<file path="config.mk">
export PLATFORM = sky130hd
export DESIGN_NAME = lmd_decoder
export DESIGN_NICKNAME = d
export VERILOG_FILES = /design/src/logic/lmd_pkg.sv /design/src/logic/lmd_decoder.sv
export SDC_FILE = /design/constraint.sdc
export NUM_CORES = 1
export LEC_CHECK = 0
export BUFFER_PORTS_ARGS = -buffer_cell sky130_fd_sc_hd__buf_4
export CAP_MARGIN = 25
export CORE_AREA = 2 2 183 140
export DETAILED_ROUTE_END_ITERATION = 12
export DIE_AREA = 0 0 185 142
export PLACE_DENSITY = 0.66
export SYNTH_ARGS = -nofsm -noshare
export SYNTH_HDL_FRONTEND = slang
export SYNTH_SLANG_ARGS = --single-unit
</file>
<file path="constraint.sdc">
create_clock -name i_mclk -period 5.3 [get_ports i_mclk]
set_clock_uncertainty 0.2 [all_clocks]
set_input_delay 0.53 -clock i_mclk [delete_from_list [all_inputs] [get_ports i_mclk]]
set_output_delay 0.53 -clock i_mclk [all_outputs]
set_load 0.01 [all_outputs]
</file>
<file path="src/logic/lmd_pkg.sv">
// constants for the low memory address decoder
// assumes a 40-bit system address and byte addressing
package lmd_pkg;
  localparam int ADDR_W = 40;
  // compatibility segment bases, all 16 KB granular except upper bios
  localparam logic [39:0] EXP_BASE     = 40'h00_000C_0000;
  localparam logic [39:0] LSB_BASE     = 40'h00_000E_0000;
  localparam logic [39:0] USB_BASE     = 40'h00_000F_0000;
  localparam logic [39:0] ONE_MB       = 40'h00_0010_0000;
  localparam logic [39:0] FOUR_GB      = 40'h01_0000_0000;
  localparam int          SEG_SHIFT    = 14;   // 16 KB segment
  localparam int          WIN_SHIFT    = 28;   // 256 MB window
  localparam int          NUM_EXP_SEG  = 8;
  localparam int          NUM_LSB_SEG  = 4;
  localparam int          NUM_ATTR     = 13;
  // attribute codes: bit1 = reads to memory, bit0 = writes to memory
  localparam logic [1:0]  ATTR_PORT    = 2'h0;
  localparam logic [1:0]  ATTR_RESET   = 2'h0;
  // smm top segment sizes, 512 KB .. 4 MB
  localparam logic [39:0] SMM_SZ_512K  = 40'h00_0008_0000;
  localparam logic [39:0] SMM_SZ_1M    = 40'h00_0010_0000;
  localparam logic [39:0] SMM_SZ_2M    = 40'h00_0020_0000;
  localparam logic [39:0] SMM_SZ_4M    = 40'h00_0040_0000;
  // value is arbitrary; shared reset of top, smm top and window base
  localparam logic [39:0] LOW_TOP_RST  = 40'h00_8000_0000;
  typedef enum logic [1:0] {
    LMD_DST_MEM   = 2'b00,
    LMD_DST_PORT  = 2'b01,
    LMD_DST_ABORT = 2'b10,
    LMD_DST_CFG   = 2'b11
  } lmd_dst_e;
endpackage

</file>
<file path="src/logic/lmd_decoder.sv">
// low memory address decoder: one registered destination per request
// assumes requests arrive as single-cycle valid strobes, synchronous to i_mclk
// Functional notes
// - expansion bios area split into eight 16 KB segments with own attributes
// - two-bit code chooses port or memory for reads and writes separately
// - expansion segments reset to port for both reads and writes
// - lower system bios area is four 16 KB independently attributed segments
// - lower system bios segments reset to the compatibility port
// - upper bios is one 64 KB segment, resets to port, memory disabled
// - locked shadow accesses complete; atomicity not kept if destinations differ
// - disabled shadow memory is never relocated elsewhere
// - 1 MB up to low memory top routes to system memory
// - no hole at 15-16 MB; that range is ordinary memory
// - smm top segment hit: memory with qualifier, master abort without
// - smm segment spans top minus selected size up to top
// - smm segment top resets to low memory top reset value, relocatable
// - inbound accesses to smm memory blocked; crossing locks unsupported
// - writebacks accepted into smm regardless of qualifier, no error flag
// - one relocatable 256 MB config window; address picks the register
// - config window base resets to the low memory top reset value
// - config window base may sit above or below 4 GB
`timescale 1ns/1ps
`default_nettype none
module lmd_decoder #(
  parameter int ADDR_W = 40
) (
  input  wire logic                     i_mclk,
  input  wire logic                     i_rst_n,
  // configuration writes from the register block
  input  wire logic                     i_attr_we,
  input  wire logic [3:0]               i_attr_idx,
  input  wire logic [1:0]               i_attr_val,
  input  wire logic                     i_low_top_we,
  input  wire logic [ADDR_W-1:0]        i_low_top_val,
  input  wire logic                     i_smm_top_we,
  input  wire logic [ADDR_W-1:0]        i_smm_top_val,
  input  wire logic                     i_smm_en,
  input  wire logic [1:0]               i_smm_size,
  input  wire logic                     i_cfg_base_we,
  input  wire logic [ADDR_W-1:0]        i_cfg_base_val,
  input  wire logic                     i_err_clr,
  // request
  input  wire logic                     i_req_valid,
  input  wire logic [ADDR_W-1:0]        i_req_addr,
  input  wire logic                     i_req_write,
  input  wire logic                     i_req_inbound,
  input  wire logic                     i_req_smm_qual,
  input  wire logic                     i_req_ewb,
  input  wire logic                     i_req_iwb,
  // answer
  output logic                          o_rsp_valid,
  output lmd_pkg::lmd_dst_e             o_rsp_dst,
  output logic [lmd_pkg::WIN_SHIFT-1:0] o_rsp_cfg_offset,
  output logic                          o_smm_error,
  output logic [ADDR_W-1:0]             o_low_top,
  output logic [ADDR_W-1:0]             o_smm_top,
  output logic [ADDR_W-1:0]             o_cfg_base
);
  import lmd_pkg::*;

  logic [1:0]        attr_r [NUM_ATTR];
  logic [ADDR_W-1:0] low_top_r;
  logic [ADDR_W-1:0] smm_top_r;
  logic [ADDR_W-1:0] cfg_base_r;
  logic              smm_en_r;
  logic [1:0]        smm_size_r;

  // segment size in bytes for the size field; the largest size is the
  // default branch so an unknown code never shrinks the protected span
  function automatic logic [ADDR_W-1:0] smm_bytes(input logic [1:0] sel);
    case (sel)
      2'd0:    smm_bytes = SMM_SZ_512K[ADDR_W-1:0];
      2'd1:    smm_bytes = SMM_SZ_1M[ADDR_W-1:0];
      2'd2:    smm_bytes = SMM_SZ_2M[ADDR_W-1:0];
      default: smm_bytes = SMM_SZ_4M[ADDR_W-1:0];
    endcase
  endfunction

  // shadow attribute registers, index 0..7 expansion, 8..11 lower, 12 upper
  // indices 13..15 match no register, so a stray write there is dropped
  // all codes reset to 00, which keeps both directions on the port
  genvar g;
  generate
    for (g = 0; g < NUM_ATTR; g++) begin : g_attr
      always_ff @(posedge i_mclk or negedge i_rst_n) begin
        if (!i_rst_n) begin
          attr_r[g] <= ATTR_RESET;
        end else if (i_attr_we && (i_attr_idx == 4'(g))) begin
          attr_r[g] <= i_attr_val;
        end
      end
    end
  endgenerate

  // top of low memory and smm segment top share one reset value
  // the smm top loads on its own so the segment can be set up before
  // the memory top is known
  always_ff @(posedge i_mclk or negedge i_rst_n) begin
    if (!i_rst_n) begin
      low_top_r <= LOW_TOP_RST[ADDR_W-1:0];
      smm_top_r <= LOW_TOP_RST[ADDR_W-1:0];
    end else begin
      if (i_low_top_we) begin
        low_top_r <= i_low_top_val;
      end
      if (i_smm_top_we) begin
        smm_top_r <= i_smm_top_val;
      end
    end
  end

  // smm enable and size, registered like the other decode inputs
  // a change takes effect one cycle later; requests in that cycle
  // still see the old segment
  always_ff @(posedge i_mclk or negedge i_rst_n) begin
    if (!i_rst_n) begin
      smm_en_r   <= 1'b0;
      smm_size_r <= 2'h0;
    end else begin
      smm_en_r   <= i_smm_en;
      smm_size_r <= i_smm_size;
    end
  end

  // config window base, full width so it may sit above 4 GB
  // low bits are dropped on load: the window is always 256 MB aligned
  // moving it under traffic is the caller's hazard, nothing here fences it
  always_ff @(posedge i_mclk or negedge i_rst_n) begin
    if (!i_rst_n) begin
      cfg_base_r <= LOW_TOP_RST[ADDR_W-1:0];
    end else if (i_cfg_base_we) begin
      cfg_base_r <= {i_cfg_base_val[ADDR_W-1:WIN_SHIFT], {WIN_SHIFT{1'b0}}};
    end
  end

  // address span test shared by the smm, low memory and shadow segment ranges
  // upper bound is exclusive so adjacent ranges never both hit
  function automatic logic in_span(input logic [ADDR_W-1:0] a,
                                   input logic [ADDR_W-1:0] lo,
                                   input logic [ADDR_W-1:0] hi);
    in_span = (a >= lo) && (a < hi);
  endfunction

  // shadow code to a destination; bit1 steers reads, bit0 steers writes
  function automatic lmd_dst_e shadow_route(input logic [1:0] code,
                                            input logic       wr);
    logic to_mem;
    to_mem       = wr ? code[0] : code[1];
    shadow_route = to_mem ? LMD_DST_MEM : LMD_DST_PORT;
  endfunction

  // lowest byte of shadow segment idx: eight expansion, four lower, one upper
  function automatic logic [ADDR_W-1:0] seg_lo_of(input int idx);
    logic [ADDR_W-1:0] lo;
    if (idx >= NUM_EXP_SEG + NUM_LSB_SEG) begin
      lo = USB_BASE[ADDR_W-1:0];
    end else if (idx >= NUM_EXP_SEG) begin
      lo = LSB_BASE[ADDR_W-1:0] + (ADDR_W'(idx - NUM_EXP_SEG) << SEG_SHIFT);
    end else begin
      lo = EXP_BASE[ADDR_W-1:0] + (ADDR_W'(idx) << SEG_SHIFT);
    end
    seg_lo_of = lo;
  endfunction

  // first byte past segment idx; the upper segment runs on to 1 MB
  function automatic logic [ADDR_W-1:0] seg_hi_of(input int idx);
    logic [ADDR_W-1:0] hi;
    if (idx >= NUM_EXP_SEG + NUM_LSB_SEG) begin
      hi = ONE_MB[ADDR_W-1:0];
    end else begin
      hi = seg_lo_of(idx) + (ADDR_W'(1) << SEG_SHIFT);
    end
    seg_hi_of = hi;
  endfunction

  // winning range of a request; kept apart from the destination so the
  // priority order can be read in one place
  typedef enum logic [2:0] {
    LMD_RGN_CFG    = 3'b000,
    LMD_RGN_SMM    = 3'b001,
    LMD_RGN_SHADOW = 3'b010,
    LMD_RGN_LOW    = 3'b011,
    LMD_RGN_OTHER  = 3'b100
  } lmd_rgn_e;

  // per-request decode, all against the registers as they stand this cycle
  logic [ADDR_W-1:0]   smm_span;
  logic [ADDR_W-1:0]   smm_lo;
  logic                in_cfg;
  logic                in_smm;
  logic                in_low;
  logic                in_shadow;
  logic [NUM_ATTR-1:0] seg_hit;
  logic [1:0]          seg_code [NUM_ATTR];
  logic [1:0]          seg_attr;
  lmd_dst_e            seg_dst;
  lmd_dst_e            smm_dst;
  logic                smm_err;
  lmd_rgn_e            rgn;
  lmd_dst_e            dst_nxt;
  logic                err_nxt;

  // smm top segment; a top below the span clamps the base at zero so the
  // segment never wraps round to the top of the address space
  assign smm_span = smm_bytes(smm_size_r);
  assign smm_lo   = (smm_top_r > smm_span) ? (smm_top_r - smm_span) : '0;
  assign in_smm   = smm_en_r && in_span(i_req_addr, smm_lo, smm_top_r);

  // window compare on the upper bits only; the base is kept aligned
  assign in_cfg = (i_req_addr[ADDR_W-1:WIN_SHIFT] == cfg_base_r[ADDR_W-1:WIN_SHIFT]);

  // main memory from 1 MB to the programmed top; no isa hole is carved out
  // a top at or below 1 MB simply leaves this range empty
  assign in_low = in_span(i_req_addr, ONE_MB[ADDR_W-1:0], low_top_r);

  // one hit per shadow segment; bounds are constants, so each is a pair of
  // comparators and no computed index ever reaches past the attribute array
  generate
    for (g = 0; g < NUM_ATTR; g++) begin : g_seg
      localparam logic [ADDR_W-1:0] SEG_LO = seg_lo_of(g);
      localparam logic [ADDR_W-1:0] SEG_HI = seg_hi_of(g);
      assign seg_hit[g]  = in_span(i_req_addr, SEG_LO, SEG_HI);
      assign seg_code[g] = seg_hit[g] ? attr_r[g] : 2'b00;
    end
  endgenerate

  // at most one segment hits, so an or of the masked codes picks its code
  always_comb begin
    seg_attr = 2'b00;
    for (int k = 0; k < NUM_ATTR; k++) begin
      seg_attr = seg_attr | seg_code[k];
    end
  end

  // a shadow hit is any segment hit
  assign in_shadow = |seg_hit;
  // locked cycles take the same path; no atomic pairing is attempted
  assign seg_dst   = shadow_route(seg_attr, i_req_write);

  // inside the smm segment: inbound is refused first, then writebacks are
  // absorbed whatever the qualifier says, then the qualifier decides
  always_comb begin
    smm_dst = LMD_DST_ABORT;
    smm_err = 1'b1;
    if (i_req_inbound) begin
      smm_dst = LMD_DST_ABORT;
      smm_err = 1'b1;
    end else if (i_req_ewb || i_req_iwb) begin
      smm_dst = LMD_DST_MEM;
      smm_err = 1'b0;
    end else if (i_req_smm_qual) begin
      smm_dst = LMD_DST_MEM;
      smm_err = 1'b0;
    end else begin
      smm_dst = LMD_DST_ABORT;
      smm_err = 1'b1;
    end
  end

  // range priority: window, smm segment, shadow, low memory, then the port
  // overlapping ranges are a software error and the lower one just loses
  always_comb begin
    if (in_cfg) begin
      rgn = LMD_RGN_CFG;
    end else if (in_smm) begin
      rgn = LMD_RGN_SMM;
    end else if (in_shadow) begin
      rgn = LMD_RGN_SHADOW;
    end else if (in_low) begin
      rgn = LMD_RGN_LOW;
    end else begin
      rgn = LMD_RGN_OTHER;
    end
  end

  // destination and error event of the winning range
  // everything unclaimed, including space below the shadow area, goes to the port
  always_comb begin
    dst_nxt = LMD_DST_PORT;
    err_nxt = 1'b0;
    case (rgn)
      LMD_RGN_CFG: begin
        dst_nxt = LMD_DST_CFG;
      end
      LMD_RGN_SMM: begin
        dst_nxt = smm_dst;
        err_nxt = smm_err;
      end
      LMD_RGN_SHADOW: begin
        dst_nxt = seg_dst;
      end
      LMD_RGN_LOW: begin
        dst_nxt = LMD_DST_MEM;
      end
      default: begin
        dst_nxt = LMD_DST_PORT;
      end
    endcase
  end

  // answer strobe: exactly one cycle per accepted request, never merged
  always_ff @(posedge i_mclk or negedge i_rst_n) begin
    if (!i_rst_n) begin
      o_rsp_valid <= 1'b0;
    end else begin
      o_rsp_valid <= i_req_valid;
    end
  end

  // answer payload holds until the next request, so a slow reader still sees it
  always_ff @(posedge i_mclk or negedge i_rst_n) begin
    if (!i_rst_n) begin
      o_rsp_dst        <= LMD_DST_PORT;
      o_rsp_cfg_offset <= '0;
    end else if (i_req_valid) begin
      o_rsp_dst        <= dst_nxt;
      o_rsp_cfg_offset <= i_req_addr[WIN_SHIFT-1:0];
    end
  end

  // sticky smm error; a new event wins over a clear in the same cycle
  // so an abort landing on the clear strobe is never lost
  always_ff @(posedge i_mclk or negedge i_rst_n) begin
    if (!i_rst_n) begin
      o_smm_error <= 1'b0;
    end else if (i_req_valid && err_nxt) begin
      o_smm_error <= 1'b1;
    end else if (i_err_clr) begin
      o_smm_error <= 1'b0;
    end
  end

  // register values shown as they stand, for the bench and for software reads
  // no extra flop: these already come straight from registers
  assign o_low_top  = low_top_r;
  assign o_smm_top  = smm_top_r;
  assign o_cfg_base = cfg_base_r;
endmodule
`default_nettype wire

</file>
==> run_results.csv <==
group,metric,value,unit
status,status,"complete, no violations",
global_routing,grt_max_degree,80,
global_routing,grtUsageMet2,34.9,%
drt,postRouteAntennaNets,0,
worst_setup_path,crit_slowest_cell,"a2111oi_0",
clock_tree,clk_path_buf_depth,2,
timing,period_minus_slack,4.57,ns
place,routabilityCongestion,0.864,
timing,final-setup-viol-count,0,
worst_setup_path,start_kind,"flop",
power_and_ir_drop,pwr-share-clk,34.6,%
drt,drc,0,
clock_tree,cts_num_sinks,153,
final_layout,stdcell_count,1631,
power_and_ir_drop,power_leakage,0.00616,µW
die,coreArea,24500,µm²
worst_setup_path,crit_required,5.42,ns
drt,vias,8399,
power_and_ir_drop,p_per_area,284,nW/µm²
global_routing,grt_pass1_wl,45100,µm
yosys,syn_area,9670,µm²
power_and_ir_drop,fin_total_pwr,3580,µW
worst_setup_path,critPathBufInv,1,
power_and_ir_drop,vdd_drop_max,0.000231,V
drt,wire_per_inst,17.8,µm
final_layout,stdcell_area,12600,µm²
clock_tree,cts_tree,"done",
global_routing,top_usage_layer,"met2",
place,dp_cells,1595,
global_routing,antenna_found_initial,0,
worst_setup_path,crit_family,"compound AO/OA/AOI/OAI gates",
drt,routed_via_density,5.15,
yosys,ys_ff_latch,153,
timing,hold_viol_final,0,
timing,tightest_slew,0.922,ns
die,die_y,142,µm
clock_tree,cts_resized,0,
yosys,synth-edff-count,0,
die,start_util,39.4,%
place,dpl_cell_area,12000,µm²
job,drv_cap,0,
final_layout,syn_to_final_growth,30.3,%
worst_setup_path,max_stage_delay,0.67,ns
power_and_ir_drop,p_int,2430,µW
timing,grt_setup_unrepaired,"no",
die,rows,50,
clock_tree,cts_max_level,4,
timing,period_share,86.3,%
yosys,avgSynthCellArea,9.58,µm²
final_layout,fill_cells,2328,
timing,final_max_slew_viol_count,0,
clock_tree,postCtsSetupBuffers,0,
final_layout,diodes,0,
timing,setup_tns,0,ns
yosys,async_flop_share,100,%
global_routing,use_met1,31.4,%
power_and_ir_drop,combPwrFrac,26.3,%
die,fp.dieW,185,µm
clock_tree,clk_transition_reported_paths,0.07,ns
clock_tree,cts_hold_buf,4,
final_layout,final_core_util,51.4,%
worst_setup_path,crit_type,"reg2reg",
die,io_pins,334,
power_and_ir_drop,switching_share,32.0,%
global_routing,grt_overflow_total,0,
global_routing,use_met3,5.58,%
die,fp.dieArea,26300,µm²
final_layout,fin_nets,1585,
yosys,postSynthCellCount,1009,
global_routing,grt_pass1_vias,8205,
timing,slew-limit-headroom,38.0,%
final_layout,drive_gt1_share,30.2,%
drt,finalWirelength,29100,µm
yosys,yosys_warnings,0,
yosys,synth_seq_area_share,39.7,%
global_routing,grt_usage,22.5,%
clock_tree,clkLatencyLatePin,0.45,ns
drt,drt_iter0_drc,495,
worst_setup_path,endpoint_kind,"flop",
worst_setup_path,arrival,4.69,ns
yosys,synth_flop_cell,"dfrtp_1",
place,hpwl,22300,µm
power_and_ir_drop,switchingPower,1150,µW
clock_tree,cts_made_buffers,17,
min_path,min_path_type,"in2reg",
worst_setup_path,worst-path-max-fanout,39,
drt,dr.pass1.iters,5,
timing,fmax,0.219,GHz
clock_tree,cts_root_buf,"clkbuf_16",
yosys,synth_cell_types,52,
power_and_ir_drop,seqPwrFrac,39.0,%
place,portBuffers,277,
worst_setup_path,cp_cell_sequence,"nand2b_1 -> ha_1 -> nor3b_1 -> o21a_1 -> o21ai_0 -> and2_1 -> o2111ai_4 -> buf_4 -> nand2_1 -> ha_1 -> a2111oi_0 -> nor4_1 -> o21ai_0 -> a311o_1 -> a21oi_1 -> nand2b_1 -> o22ai_1",
[cells in the final DEF, fill, tap and decap left out, types with 4 or more instances in the layout]
cell	count
a2111oi_0	7
a211oi_1	10
a21o_1	10
a21oi_1	28
a31oi_1	5
and3_1	7
and4_1	4
buf_4	280
clkbuf_16	17
conb_1	28
dfrtp_1	149
dfstp_2	4
dlygate4sd3_1	4
ha_1	122
inv_1	84
inv_6	7
mux2_2	69
nand2_1	146
nand2b_1	12
nand3_1	10
nand3b_1	6
nand4_1	22
nor2_1	37
nor2b_1	9
nor3_1	12
nor4_1	13
o211ai_1	4
o21ai_0	113
xnor2_1	29
[area by class of cell]
type / instances / area, µm² / share of cell area (%)
Sequential cell: 153 / 3830 / 30.4
Timing Repair Buffer: 285 / 2150 / 17.1
Clock buffer: 17 / 425 / 3.38
Clock inverter: 15 / 155 / 1.23
Multi-Input combinational cell: 739 / 5290 / 42.0
Inverter: 84 / 315 / 2.50
Tap cell: 338 / 423 / 3.36
[path summary, 6_finish.rpt]
kind	to	cells past startpoint	from	slack (ns)
min reg2reg	attr_r[25]$_DFFE_PN0P_	1	attr_r[25]$_DFFE_PN0P_	0.30
min	o_smm_error$_DFFE_PN0P_	2	i_err_clr	0.08
min in group asynchronous	o_smm_top[39]$_DFFE_PN0P_	2	i_rst_n	0.44
max in group asynchronous	o_rsp_cfg_offset[25]$_DFFE_PN0P_	3	i_rst_n	3.31
max reg2reg	o_smm_error$_DFFE_PN0P_	17	smm_size_r[1]$_DFF_PN0_	0.73
max	o_smm_error$_DFFE_PN0P_	17	smm_size_r[1]$_DFF_PN0_	0.73
[sequential cells by signal (all words and copies together), names as in the netlist, 2 cells and up]
name / count
o_low_top: 40
o_smm_top: 40
o_rsp_cfg_offset: 28
attr_r: 26
o_cfg_base: 12
o_rsp_dst: 2
smm_size_r: 2
[stage by stage]
step | hold WS [ns] | worst slack (ns)
global route | 0.0679 | 0.420
floorplan | 0.0344 | 1.33
CTS | 0.0551 | 0.724
finish | 0.0773 | 0.729
detailed placement | 0.285 | 0.737
global placement | 0.282 | 0.769
[metal layers]
layer,vias up,part of all wire [%]
li1,4038,-
met3,32,8.0
met2,295,45
met4,0,1.5
met1,4034,46
met5,-,0
[synthesized netlist by cell type (6+ instances only)]
cell	number	share of area, %
dfrtp_1	149	39
nand2_1	146	5.7
ha_1	122	16
o21ai_0	113	5.9
inv_1	84	3.3
mux2_2	69	8.0
nor2_1	37	1.4
xnor2_1	29	2.6
a21oi_1	28	1.4
buf_4	28	2.2
clkbuf_1	23	0.89
nand4_1	22	1.4
nor4_1	13	0.84
nand2b_1	12	0.78
nor3_1	12	0.62
a211oi_1	10	0.78
a21o_1	10	0.78
nand3_1	10	0.52
nor2b_1	9	0.58
a2111oi_0	7	0.63
and3_1	7	0.45
nand3b_1	6	0.47
[power groups by stage]
stage | logic [µW] | clock network (µW) | registers [µW]
finish | 943 | 1240 | 1400
global route | 1060 | 1320 | 1420
CTS | 949 | 1270 | 1400
detailed placement | 940 | 0 | 1420
global placement | 915 | 0 | 1410
floorplan | 489 | 0 | 1440
[cell families (layout without fill, tap and decap cells)]
| logic type | count (synthesis) | in the layout | synth area share [%] |
|---|---|---|---|
| buf+inv | 144 | 401 | 6.81 |
| compound gates | 197 | 197 | 11.9 |
| fa+ha+maj | 123 | 123 | 16.0 |
| flops | 153 | 153 | 39.7 |
| mux | 74 | 74 | 9.11 |
| other cells | 1 | 28 | 0.0388 |
| simple gates | 288 | 288 | 13.9 |
| xor+xnor | 29 | 29 | 2.63 |
(Power assumes the default switching activity.)
